File: src/rtl/fpu_decode_regs.svh
// opcode, field and latency constants for the store and transcendental decoder
`ifndef FPU_DECODE_REGS_SVH
`define FPU_DECODE_REGS_SVH

// ----------------------------------------
// opcode bytes and operand-byte fields
// ----------------------------------------
`define OPC_D9 8'hD9
`define OPC_DB 8'hDB
`define OPC_DD 8'hDD
`define OPC_DF 8'hDF
`define MODRM_MOD_RANGE 7:6
`define MODRM_REG_RANGE 5:3
`define MODRM_RM_RANGE 2:0
`define MODRM_HI_RANGE 7:3
`define MOD_REGISTER 2'b11
`define FLD_000 3'h0
`define FLD_010 3'h2
`define FLD_011 3'h3
`define FLD_100 3'h4
`define FLD_110 3'h6
`define FLD_111 3'h7
`define STORE_REG_HI 5'h1A
`define SUB_ATAN 8'hF3
`define SUB_PREM 8'hF8
`define SUB_PREM1 8'hF5
`define SUB_TAN 8'hF2
`define SUB_RND 8'hFC
`define SUB_SCALE 8'hFD
`define SUB_SIN 8'hFE
`define SUB_SINCOS 8'hFB
`define SUB_SQRT 8'hFA
`define SUB_STATUS_ACC 8'hE0

// ----------------------------------------
// latencies in core clocks
// ----------------------------------------
`define LAT_W 8
`define LAT_ATAN_MIN 8'd97
`define LAT_ATAN_MAX 8'd161
`define LAT_PREM_MIN 8'd82
`define LAT_PREM_MAX 8'd91
`define LAT_TAN_MIN 8'd117
`define LAT_TAN_MAX 8'd129
`define LAT_RND_MIN 8'd10
`define LAT_RND_MAX 8'd20
`define LAT_RESTORE_MIN 8'd56
`define LAT_RESTORE_MAX 8'd72
`define LAT_WSAVE_MIN 8'd57
`define LAT_WSAVE_MAX 8'd67
`define LAT_NSAVE_MIN 8'd55
`define LAT_NSAVE_MAX 8'd65
`define LAT_SCALE_MIN 8'd7
`define LAT_SCALE_MAX 8'd14
`define LAT_SIN_MIN 8'd76
`define LAT_SIN_MAX 8'd140
`define LAT_SINCOS_MIN 8'd145
`define LAT_SINCOS_MAX 8'd161
`define LAT_SQRT_MIN 8'd59
`define LAT_SQRT_MAX 8'd60
`define LAT_STORE_REAL 8'd2
`define LAT_BCD_MIN 8'd57
`define LAT_BCD_MAX 8'd63
`define LAT_INT32_MIN 8'd8
`define LAT_INT32_MAX 8'd13
`define LAT_INT16_MIN 8'd7
`define LAT_INT16_MAX 8'd10
`define LAT_INT64_MIN 8'd10
`define LAT_INT64_MAX 8'd13
`define LAT_WCTRL 8'd5
`define LAT_NCTRL 8'd3
`define LAT_WENV_MIN 8'd14
`define LAT_WENV_MAX 8'd24
`define LAT_NENV_MIN 8'd12
`define LAT_NENV_MAX 8'd22
`define LAT_WSTAT 8'd6
`define LAT_NSTAT 8'd4
`define LAT_WSTAT_ACC 8'd4
`define LAT_NSTAT_ACC 8'd2
`define LAT_ARG_REDUCE 8'd90

// ----------------------------------------
// stack pointer
// ----------------------------------------
`define TOP_W 3
`define TOP_RESET 3'h0
`define TOP_STEP 3'h1

`endif

File: src/rtl/fpu_decode_pkg.sv
// types shared by the decoder and its testbench
package fpu_decode_pkg;

  typedef enum logic [4:0] {
    op_none, op_partial_arctangent, op_partial_remainder, op_ieee_partial_remainder,
    op_partial_tangent, op_round_to_integral, op_restore_unit_state, op_save_unit_state,
    op_power_of_two_scale, op_sine_eval, op_sine_cosine_eval, op_square_root_eval,
    op_store_real_entry, op_store_real_double, op_store_real_single, op_store_real_pop_ext,
    op_store_real_pop_double, op_store_real_pop_single, op_store_bcd_pop, op_store_integer_long,
    op_store_integer_word, op_store_integer_pop_quad, op_store_integer_pop_long,
    op_store_integer_pop_word, op_store_control_word, op_store_environment,
    op_store_status_word, op_store_status_accumulator
  } op_kind_t;

  typedef enum logic [2:0] {
    st_idle = 3'b001,
    st_wait = 3'b010,
    st_exec = 3'b100
  } seq_state_t;

endpackage

File: src/rtl/latency_timer.sv
// down-counter that holds busy for a loaded number of clocks
`timescale 1ns/1ps
module latency_timer #(
  parameter int CNT_W = 8
) (
  input wire logic core_clk,
  input wire logic sys_rst,
  input wire logic clk_en,
  input wire logic start,
  input wire logic [CNT_W-1:0] load_cnt,
  output logic busy,
  output logic done
);
  logic [CNT_W-1:0] cnt_q;
  logic last;

  assign last = (cnt_q == CNT_W'(1));

  // busy for load_cnt clocks, done one clock after
  always_ff @(posedge core_clk or posedge sys_rst) begin
    if (sys_rst) begin
      cnt_q <= '0;
      busy <= 1'b0;
      done <= 1'b0;
    end else if (clk_en) begin
      done <= busy & last;
      if (start) begin
        cnt_q <= load_cnt;
        busy <= 1'b1;
      end else if (busy) begin
        cnt_q <= cnt_q - CNT_W'(1);
        busy <= ~last;
      end
    end
  end
endmodule

File: src/rtl/stack_pointer.sv
// top-of-stack pointer with pop, push and reload
`timescale 1ns/1ps
`include "fpu_decode_regs.svh"
module stack_pointer (
  input wire logic core_clk,
  input wire logic sys_rst,
  input wire logic clk_en,
  input wire logic apply,
  input wire logic pop,
  input wire logic push,
  input wire logic reload,
  input wire logic [`TOP_W-1:0] reload_val,
  output logic [`TOP_W-1:0] top_ptr
);
  logic [`TOP_W-1:0] top_d;

  // pop counts up, push counts down, both cancel
  assign top_d = reload ? reload_val :
                 (pop & ~push) ? top_ptr + `TOP_STEP :
                 (push & ~pop) ? top_ptr - `TOP_STEP : top_ptr;

  always_ff @(posedge core_clk or posedge sys_rst) begin
    if (sys_rst) begin
      top_ptr <= `TOP_RESET;
    end else if (clk_en && apply) begin
      top_ptr <= top_d;
    end
  end
endmodule

File: src/rtl/fpu_transcendental_store_decode.sv
// decoder and latency sequencer for transcendental, state and store operations
//
// Contract
// - arctangent of entry one over top, pop, 97-161
// - partial remainder of top, 82-91 clocks
// - ieee remainder of top, 82-91 clocks
// - tangent of top then push one, 117-129
// - round top to integral, 10-20 clocks
// - restore full state from memory, 56-72
// - waiting save waits idle, 57-67 clocks
// - non-waiting save, no wait, 55-65 clocks
// - scale top by power of two, 7-14
// - sine of top, 76-140 clocks
// - sine replaces top, cosine pushed, 145-161
// - square root of top, 59-60 clocks
// - store real without pop, two clocks
// - store real then pop, two clocks
// - bcd store then pop, 57-63 clocks
// - integer store: long 8-13, word 7-10
// - integer store with pop, quad 10-13
// - control word store: waiting 5, else 3
// - environment store: waiting 14-24, else 12-22
// - status store: waiting 6, else 4
// - status to accumulator: waiting 4, else 2
// - pop increments pointer, push decrements it
// - large trig argument adds 90 clocks
// - small arctangent ratio finishes in 97
`timescale 1ns/1ps
`include "fpu_decode_regs.svh"
module fpu_transcendental_store_decode
  import fpu_decode_pkg::*;
(
  input wire logic core_clk,
  input wire logic sys_rst,
  input wire logic clk_en,
  input wire logic instr_valid,
  input wire logic [7:0] opcode_byte,
  input wire logic [7:0] modrm_byte,
  input wire logic wait_prefix,
  input wire logic ext_busy,
  input wire logic fast_case,
  input wire logic arg_out_of_range,
  input wire logic atan_small_ratio,
  input wire logic [`TOP_W-1:0] restore_top,
  output logic instr_taken,
  output logic illegal_op,
  output logic busy,
  output logic op_done,
  output fpu_decode_pkg::op_kind_t op_kind,
  output logic [2:0] dest_entry,
  output logic [`TOP_W-1:0] top_ptr
);
  import fpu_decode_pkg::*;

  // ----------------------------------------
  // operand byte fields
  // ----------------------------------------
  logic mem_form;
  logic [2:0] reg_fld;
  logic is_d9, is_db, is_dd, is_df;
  op_kind_t op_dec;

  assign mem_form = (modrm_byte[`MODRM_MOD_RANGE] != `MOD_REGISTER);
  assign reg_fld = modrm_byte[`MODRM_REG_RANGE];
  assign is_d9 = (opcode_byte == `OPC_D9);
  assign is_db = (opcode_byte == `OPC_DB);
  assign is_dd = (opcode_byte == `OPC_DD);
  assign is_df = (opcode_byte == `OPC_DF);

  // ----------------------------------------
  // opcode decode
  // ----------------------------------------
  // register forms of D9, DD and DF first, then memory forms per opcode byte
  assign op_dec =
    (is_d9 && modrm_byte == `SUB_ATAN) ? op_partial_arctangent :
    (is_d9 && modrm_byte == `SUB_PREM) ? op_partial_remainder :
    (is_d9 && modrm_byte == `SUB_PREM1) ? op_ieee_partial_remainder :
    (is_d9 && modrm_byte == `SUB_TAN) ? op_partial_tangent :
    (is_d9 && modrm_byte == `SUB_RND) ? op_round_to_integral :
    (is_d9 && modrm_byte == `SUB_SCALE) ? op_power_of_two_scale :
    (is_d9 && modrm_byte == `SUB_SIN) ? op_sine_eval :
    (is_d9 && modrm_byte == `SUB_SINCOS) ? op_sine_cosine_eval :
    (is_d9 && modrm_byte == `SUB_SQRT) ? op_square_root_eval :
    (is_dd && modrm_byte[`MODRM_HI_RANGE] == `STORE_REG_HI) ? op_store_real_entry :
    (is_df && modrm_byte == `SUB_STATUS_ACC) ? op_store_status_accumulator :
    !mem_form ? op_none :
    (is_dd && reg_fld == `FLD_100) ? op_restore_unit_state :
    (is_dd && reg_fld == `FLD_110) ? op_save_unit_state :
    (is_dd && reg_fld == `FLD_010) ? op_store_real_double :
    (is_d9 && reg_fld == `FLD_010) ? op_store_real_single :
    (is_db && reg_fld == `FLD_111) ? op_store_real_pop_ext :
    (is_dd && reg_fld == `FLD_011) ? op_store_real_pop_double :
    (is_d9 && reg_fld == `FLD_011) ? op_store_real_pop_single :
    (is_df && reg_fld == `FLD_110) ? op_store_bcd_pop :
    (is_db && reg_fld == `FLD_010) ? op_store_integer_long :
    (is_df && reg_fld == `FLD_010) ? op_store_integer_word :
    (is_df && reg_fld == `FLD_111) ? op_store_integer_pop_quad :
    (is_db && reg_fld == `FLD_011) ? op_store_integer_pop_long :
    (is_df && reg_fld == `FLD_011) ? op_store_integer_pop_word :
    (is_d9 && reg_fld == `FLD_111) ? op_store_control_word :
    (is_d9 && reg_fld == `FLD_110) ? op_store_environment :
    (is_dd && reg_fld == `FLD_111) ? op_store_status_word :
    op_none;

  // ----------------------------------------
  // latency selection
  // ----------------------------------------
  // fast picks the low figure (small ratio does for arctangent); large trig arguments add reduction time
  function automatic logic [`LAT_W-1:0] pick(input logic f, input logic [`LAT_W-1:0] lo,
                                             input logic [`LAT_W-1:0] hi);
    pick = f ? lo : hi;
  endfunction

  logic [`LAT_W-1:0] lat_base, lat_sel, reduce_add;
  logic trig_op;

  assign trig_op = (op_dec == op_partial_tangent) || (op_dec == op_sine_eval) ||
                   (op_dec == op_sine_cosine_eval);
  assign reduce_add = (trig_op && arg_out_of_range) ? `LAT_ARG_REDUCE : '0;
  assign lat_sel = lat_base + reduce_add;

  always_comb begin
    case (op_dec)
      op_partial_arctangent: lat_base = pick(atan_small_ratio, `LAT_ATAN_MIN, `LAT_ATAN_MAX);
      op_partial_remainder: lat_base = pick(fast_case, `LAT_PREM_MIN, `LAT_PREM_MAX);
      op_ieee_partial_remainder: lat_base = pick(fast_case, `LAT_PREM_MIN, `LAT_PREM_MAX);
      op_partial_tangent: lat_base = pick(fast_case, `LAT_TAN_MIN, `LAT_TAN_MAX);
      op_round_to_integral: lat_base = pick(fast_case, `LAT_RND_MIN, `LAT_RND_MAX);
      op_restore_unit_state: lat_base = pick(fast_case, `LAT_RESTORE_MIN, `LAT_RESTORE_MAX);
      op_save_unit_state: lat_base = wait_prefix ? pick(fast_case, `LAT_WSAVE_MIN, `LAT_WSAVE_MAX)
                                                 : pick(fast_case, `LAT_NSAVE_MIN, `LAT_NSAVE_MAX);
      op_power_of_two_scale: lat_base = pick(fast_case, `LAT_SCALE_MIN, `LAT_SCALE_MAX);
      op_sine_eval: lat_base = pick(fast_case, `LAT_SIN_MIN, `LAT_SIN_MAX);
      op_sine_cosine_eval: lat_base = pick(fast_case, `LAT_SINCOS_MIN, `LAT_SINCOS_MAX);
      op_square_root_eval: lat_base = pick(fast_case, `LAT_SQRT_MIN, `LAT_SQRT_MAX);
      op_store_bcd_pop: lat_base = pick(fast_case, `LAT_BCD_MIN, `LAT_BCD_MAX);
      op_store_integer_long, op_store_integer_pop_long:
        lat_base = pick(fast_case, `LAT_INT32_MIN, `LAT_INT32_MAX);
      op_store_integer_word, op_store_integer_pop_word:
        lat_base = pick(fast_case, `LAT_INT16_MIN, `LAT_INT16_MAX);
      op_store_integer_pop_quad: lat_base = pick(fast_case, `LAT_INT64_MIN, `LAT_INT64_MAX);
      op_store_control_word: lat_base = wait_prefix ? `LAT_WCTRL : `LAT_NCTRL;
      op_store_environment: lat_base = wait_prefix ? pick(fast_case, `LAT_WENV_MIN, `LAT_WENV_MAX)
                                                   : pick(fast_case, `LAT_NENV_MIN, `LAT_NENV_MAX);
      op_store_status_word: lat_base = wait_prefix ? `LAT_WSTAT : `LAT_NSTAT;
      op_store_status_accumulator: lat_base = wait_prefix ? `LAT_WSTAT_ACC : `LAT_NSTAT_ACC;
      default: lat_base = `LAT_STORE_REAL;
    endcase
  end

  // ----------------------------------------
  // stack effect of the held operation
  // ----------------------------------------
  logic op_pops, op_pushes, op_reloads;

  assign op_pops = (op_kind == op_partial_arctangent) || (op_kind == op_store_real_pop_ext) ||
                   (op_kind == op_store_real_pop_double) || (op_kind == op_store_real_pop_single) ||
                   (op_kind == op_store_bcd_pop) || (op_kind == op_store_integer_pop_quad) ||
                   (op_kind == op_store_integer_pop_long) || (op_kind == op_store_integer_pop_word);
  assign op_pushes = (op_kind == op_partial_tangent) || (op_kind == op_sine_cosine_eval);
  assign op_reloads = (op_kind == op_restore_unit_state);

  // ----------------------------------------
  // sequencer
  // ----------------------------------------
  seq_state_t state_q, state_d;
  logic take, start, stall, tmr_busy, tmr_done;
  logic wait_q, reduce_q;
  logic [`LAT_W-1:0] lat_q;

  assign take = (state_q == st_idle) && instr_valid && (op_dec != op_none);
  assign stall = wait_prefix && ext_busy;
  assign start = (take && !stall) || ((state_q == st_wait) && !ext_busy);

  always_comb begin
    case (state_q)
      st_idle: state_d = take ? (stall ? st_wait : st_exec) : st_idle;
      st_wait: state_d = ext_busy ? st_wait : st_exec;
      st_exec: state_d = tmr_done ? st_idle : st_exec;
      default: state_d = st_idle;
    endcase
  end

  // state, held operation and one-cycle strobes
  always_ff @(posedge core_clk or posedge sys_rst) begin
    if (sys_rst) begin
      state_q <= st_idle;
      busy <= 1'b0;
      instr_taken <= 1'b0;
      illegal_op <= 1'b0;
      op_kind <= op_none;
      dest_entry <= '0;
      wait_q <= 1'b0;
      reduce_q <= 1'b0;
      lat_q <= '0;
    end else if (clk_en) begin
      state_q <= state_d;
      busy <= (state_d != st_idle);
      instr_taken <= take;
      illegal_op <= (state_q == st_idle) && instr_valid && (op_dec == op_none);
      if (take) begin
        op_kind <= op_dec;
        dest_entry <= modrm_byte[`MODRM_RM_RANGE];
        wait_q <= wait_prefix;
        reduce_q <= trig_op && arg_out_of_range;
        lat_q <= lat_sel;
      end
    end
  end

  latency_timer #(.CNT_W(`LAT_W)) u_timer (
    .core_clk(core_clk),
    .sys_rst(sys_rst),
    .clk_en(clk_en),
    .start(start),
    .load_cnt(take ? lat_sel : lat_q),
    .busy(tmr_busy),
    .done(op_done)
  );
  assign tmr_done = op_done;

  // stack moves when the operation retires
  stack_pointer u_stack (
    .core_clk(core_clk),
    .sys_rst(sys_rst),
    .clk_en(clk_en),
    .apply(tmr_done),
    .pop(op_pops),
    .push(op_pushes),
    .reload(op_reloads),
    .reload_val(restore_top),
    .top_ptr(top_ptr)
  );

  // ----------------------------------------
  // checks
  // ----------------------------------------
  logic [`LAT_W-1:0] run_cnt_q;

  // clocks spent counting for the current operation
  always_ff @(posedge core_clk or posedge sys_rst) begin
    if (sys_rst) begin
      run_cnt_q <= '0;
    end else if (clk_en) begin
      run_cnt_q <= start ? '0 : (tmr_busy ? run_cnt_q + `LAT_W'(1) : run_cnt_q);
    end
  end
endmodule

File: config.mk
export PLATFORM = sky130hd
export DESIGN_NAME = fpu_transcendental_store_decode
export DESIGN_NICKNAME = d
export VERILOG_FILES = /design/src/rtl/fpu_decode_pkg.sv /design/src/rtl/latency_timer.sv /design/src/rtl/stack_pointer.sv /design/src/rtl/fpu_transcendental_store_decode.sv
export VERILOG_INCLUDE_DIRS = /design/src /design/src/rtl
export SDC_FILE = /design/constraint.sdc
export NUM_CORES = 1
export LEC_CHECK = 0
export BUFFER_PORTS_ARGS = -buffer_cell sky130_fd_sc_hd__buf_2
export CAP_MARGIN = 20
export CORE_UTILIZATION = 36
export DETAILED_ROUTE_END_ITERATION = 8
export GPL_ROUTABILITY_DRIVEN = 0
export SLEW_MARGIN = 10
export SYNTH_ARGS = -nofsm -noshare
export SYNTH_HDL_FRONTEND = slang
export SYNTH_SLANG_ARGS = --single-unit
File: constraint.sdc
create_clock -name core_clk -period 2.1 [get_ports core_clk]
set_input_delay 0.105 -clock core_clk [delete_from_list [all_inputs] [get_ports core_clk]]
set_output_delay 0.105 -clock core_clk [all_outputs]
set_load 0.1 [all_outputs]
==> PnR_summary.wiki <==
{| class="wikitable"
! Metric !! Value
|-
| Pre-antenna DRT Iters || 8
|-
| Minimum setup slack among reg-to-reg paths || 0.05 ns
|-
| Area added between synthesis and finish || 66.74%
|-
| Per-instance average area after synthesis || 7.588 sq um
|-
| Largest stage delay, worst path || 0.55 ns
|-
| Post-synthesis sequential area ratio || 0.2496
|-
| Clock latency of the later-clocked register in the worst-skew pair || 0.29 ns
|-
| Power Total || 2362 uW
|-
| DIE HEIGHT || 100.8 microns
|-
| Maximum Capacitance Violations || 0
|-
| Routed length per placed instance || 16.77 microns
|-
| Area of the placeable core || 9328 sq um
|-
| Max Fanout on Critical Path || 3
|-
| Max-slew headroom || 0.6066
|-
| Total Routed Length || 12.76 mm
|-
| Combined buffer and inverter count along the critical path || 1
|-
| Number of cells traversed by the worst hold path || 3
|-
| Post-layout instance count excluding filler cells || 761
|-
| Cells traversed along the worst timing path || buf_2, or4bb_4, o22a_4, o32ai_4, nor2_2, or3_4, and3_4, o21ai_4, o2111ai_2, ha_2, ha_4, a21o_1, a21oi_2, nor2b_1, a21oi_2, xnor2_2, o31ai_1
|-
| First-pass GRT wire length || 20.49 mm
|-
| Grt ovf || 0
|-
| Number of flops mapped to enable cells by yosys || 0
|-
| Family of cells with the greatest summed delay on the critical path || compound AO/OA/AOI/OAI gates
|-
| Count of routing violations after the opening detailed-route iteration || 312
|-
| All-Layer GR Usage || 0.2529
|-
| Max-slew violation count || 0
|-
| Required time of the worst setup path || 2.30 ns
|-
| Initial antenna violation count || 0
|-
| FP Rows || 35
|-
| Hold endpoint || u_stack.top_ptr[1]
|-
| Fill count || 753
|-
| Endpoint of the lowest-slack register-to-register path || u_stack.top_ptr[2]
|-
| Launch point of the critical path || modrm_byte[0]
|-
| Max H-tree Level || 2
|-
| Initial Util || 0.3767
|-
| Vias after detailed routing || 4346
|-
| RSZ-0062 raised after global routing || true
|-
| Highest-delay cell along the critical path || sky130_fd_sc_hd__or4bb_4
|-
| Final Hold Slack || 0.09729 ns
|-
| Hold WC Path Type || in2reg
|-
| Most prevalent standard cell on the critical path || sky130_fd_sc_hd__a21oi_2
|-
| Maximum root-to-sink buffer count || 2
|-
| Most common library cell in the layout ignoring fill and taps || sky130_fd_sc_hd__buf_4
|-
| Number of cells traversed by the worst register-to-register path || 8
|-
| Clock root buffer || sky130_fd_sc_hd__clkbuf_8
|-
| Static leakage || 0.002514 uW
|-
| Die Outline Area || 10160 sq um
|-
| Ratio of cells with drive above 1 in the final layout || 0.4937
|-
| Antenna Cells || 0
|-
| Final Hold Vio Count || 0
|-
| Startpoint of the most critical register-to-register path || op_kind[0]
|-
| Violated checks || negative setup slack
|-
| Share of async-settable or async-resettable flops after synthesis || 1.000
|-
| CTS sink count || 35
|-
| Clock-pin slew on the worst setup and hold paths || 0.07 ns
|-
| Setup tns final || -18.93 ns
|-
| Hold Startpoint || restore_top[1]
|-
| Pwr/cell area || 403.3 nW/um^2
|-
| Arrival @ worst endpoint || 3.41 ns
|-
| CTS tree || done
|-
| Cell count after synthesis || 463
|-
| Dpl hpwl || 8.554 mm
|-
| Classification of the worst setup path || in2reg
|-
| Number of buffers created by CTS || 5
|-
| Final setup violation count || 31
|-
| Cell count after placement || 722
|-
| Period utilisation layout || 1.529
|-
| Primary FF master, synth || sky130_fd_sc_hd__dfrtp_1
|-
| Horizontal die dimension || 100.8 microns
|-
| F_max || 311.4 MHz
|-
| Post-synthesis sequential element count || 35
|-
| Status || finished with violations
|-
| Worst setup skew after layout || 0.004207 ns
|-
| Post-detailed-route DRC marker count || 0
|-
| Synthesis warning total || 0
|-
| Antenna violation net count after detailed routing || 0
|-
| I/O pin count || 43
|-
| Min Clock Period, post-route || 3.212 ns
|-
| Port buffer count || 42
|-
| Avg Vias per Cell || 5.711
|-
| Maximum number of pins on one net before global-route repair || 36
|-
| Worst path setup slack after routing || -1.112 ns
|-
| Synthesized net count || 503
|-
| Post-synthesis instance area || 3513 sq um
|-
| Commonest non-fill, non-tap cells in the layout || 117 x sky130_fd_sc_hd__buf_4, 46 x sky130_fd_sc_hd__nand2_1, 38 x sky130_fd_sc_hd__nor2_1
|-
| Post-placement worst setup slack || -1.403 ns
|-
| Number of library cell types mapped by synthesis || 81
|-
| Kind of end point of the critical path || flop
|-
| Worst Max-Slew Pin Slew || 0.5819 ns
|-
| Net total in the final layout || 671
|-
| Via count of the first global-routing pass || 4234
|-
| Setup crit start kind || input pin
|-
| Highest ir drop seen on vdd || 0.0003793 V
|}
what timing repair did:
| item | CTS | global route |
|---|---|---|
| pin swaps | 36 | 22 |
| hold buffers | 1 | 0 |
| hold endpoints to repair | 34 | 0 |
| cloned | 1 | 1 |
| buffers inserted | 34 | 15 |
| gates resized for setup | 113 | 40 |
| endpoints found under the setup margin | 31 | 32 |
synth_stat cells, drive strengths merged, types with 6 or more instances:
cell	instances	area share
nand4	7	0.012
o21ai	35	0.051
a21oi	39	0.058
ha	11	0.039
nand2	62	0.067
dfrtp	34	0.24
nor2b	10	0.018
nor3	11	0.016
nor2	49	0.053
buf	12	0.020
or2	6	0.011
nand2b	10	0.018
xnor2	10	0.025
clkbuf	13	0.014
a211oi	9	0.019
nand3	12	0.017
o31ai	9	0.022
inv	10	0.011
o22ai	6	0.012
registers in the layout, indices dropped and copies added, names as in the netlist:
name             flops
lat_q                8
u_timer.cnt_q        8
op_kind              5
dest_entry           3
state_q              3
u_stack.top_ptr      3
busy                 1
illegal_op           1
instr_taken          1
u_timer.busy         1
u_timer.done         1
cell type report:
type	instances	area, sq um	area share
multi-input combinational	392	3139	0.5359
tap	129	161.4	0.02755
clock inverter	2	35.03	0.005980
timing repair buffer	186	1510	0.2578
sequential	35	888.4	0.1516
inverter	11	41.29	0.007048
clock buffer	6	82.58	0.01410
stage by stage:
stage	area, sq um	util
floorplan	3681	-
global placement	4776	0.5120
detailed placement	4776	0.5120
CTS	5597	0.6000
global route	5858	0.6280
finish	5858	0.6280
worst reg2reg max path, delay by kind of cell (launching register included):
kind / cells / cell delay (ns)
xor+xnor: 1 / 0.16
flops: 1 / 0.50
compound gates: 4 / 0.61
fa+ha+maj: 1 / 0.36
simple gates: 2 / 0.32
report_power, final:
part	internal, uW	total [uW]	switching, uW	leakage [uW]
combinational	327	818	491	0.00200
clock	384	649	265	0.0000612
sequential	775	895	120	0.000457
total	1490	2360	877	0.00251
logic make-up (layout without fill, tap and decap cells):
logic type               Yosys count  count (layout)  share of synthesized area
flip-flops                        35              35                     0.2496
multiplexers                       6               6                    0.01745
AND/OR/NAND/NOR                  210             210                     0.3109
adder cells (fa/ha/maj)           12              12                    0.04487
XOR/XNOR                          14              14                    0.03490
buffers and inverters             36             205                    0.04558
AO/OA/AOI/OAI                    150             150                     0.2967
worst max path at each step:
stage	end	slack, ns	cells past startpoint
final	u_timer.cnt_q[7]	-1.11	17
after detailed placement	u_timer.cnt_q[7]	-1.40	18
after global routing	u_timer.cnt_q[5]	-1.27	20
after global placement	u_timer.cnt_q[7]	-1.40	15
after floorplan	u_timer.cnt_q[7]	-1.11	17
after CTS	u_timer.cnt_q[7]	-0.98	17
per-layer routing:
layer	vias up	wire length, microns	track usage
met5	-	0	0
met4	0	517	0.1059
met3	52	537	0.02913
met2	167	6383	0.4552
met1	2071	5325	0.3041
li1	2056	-	-
(Power assumes the default switching activity.)
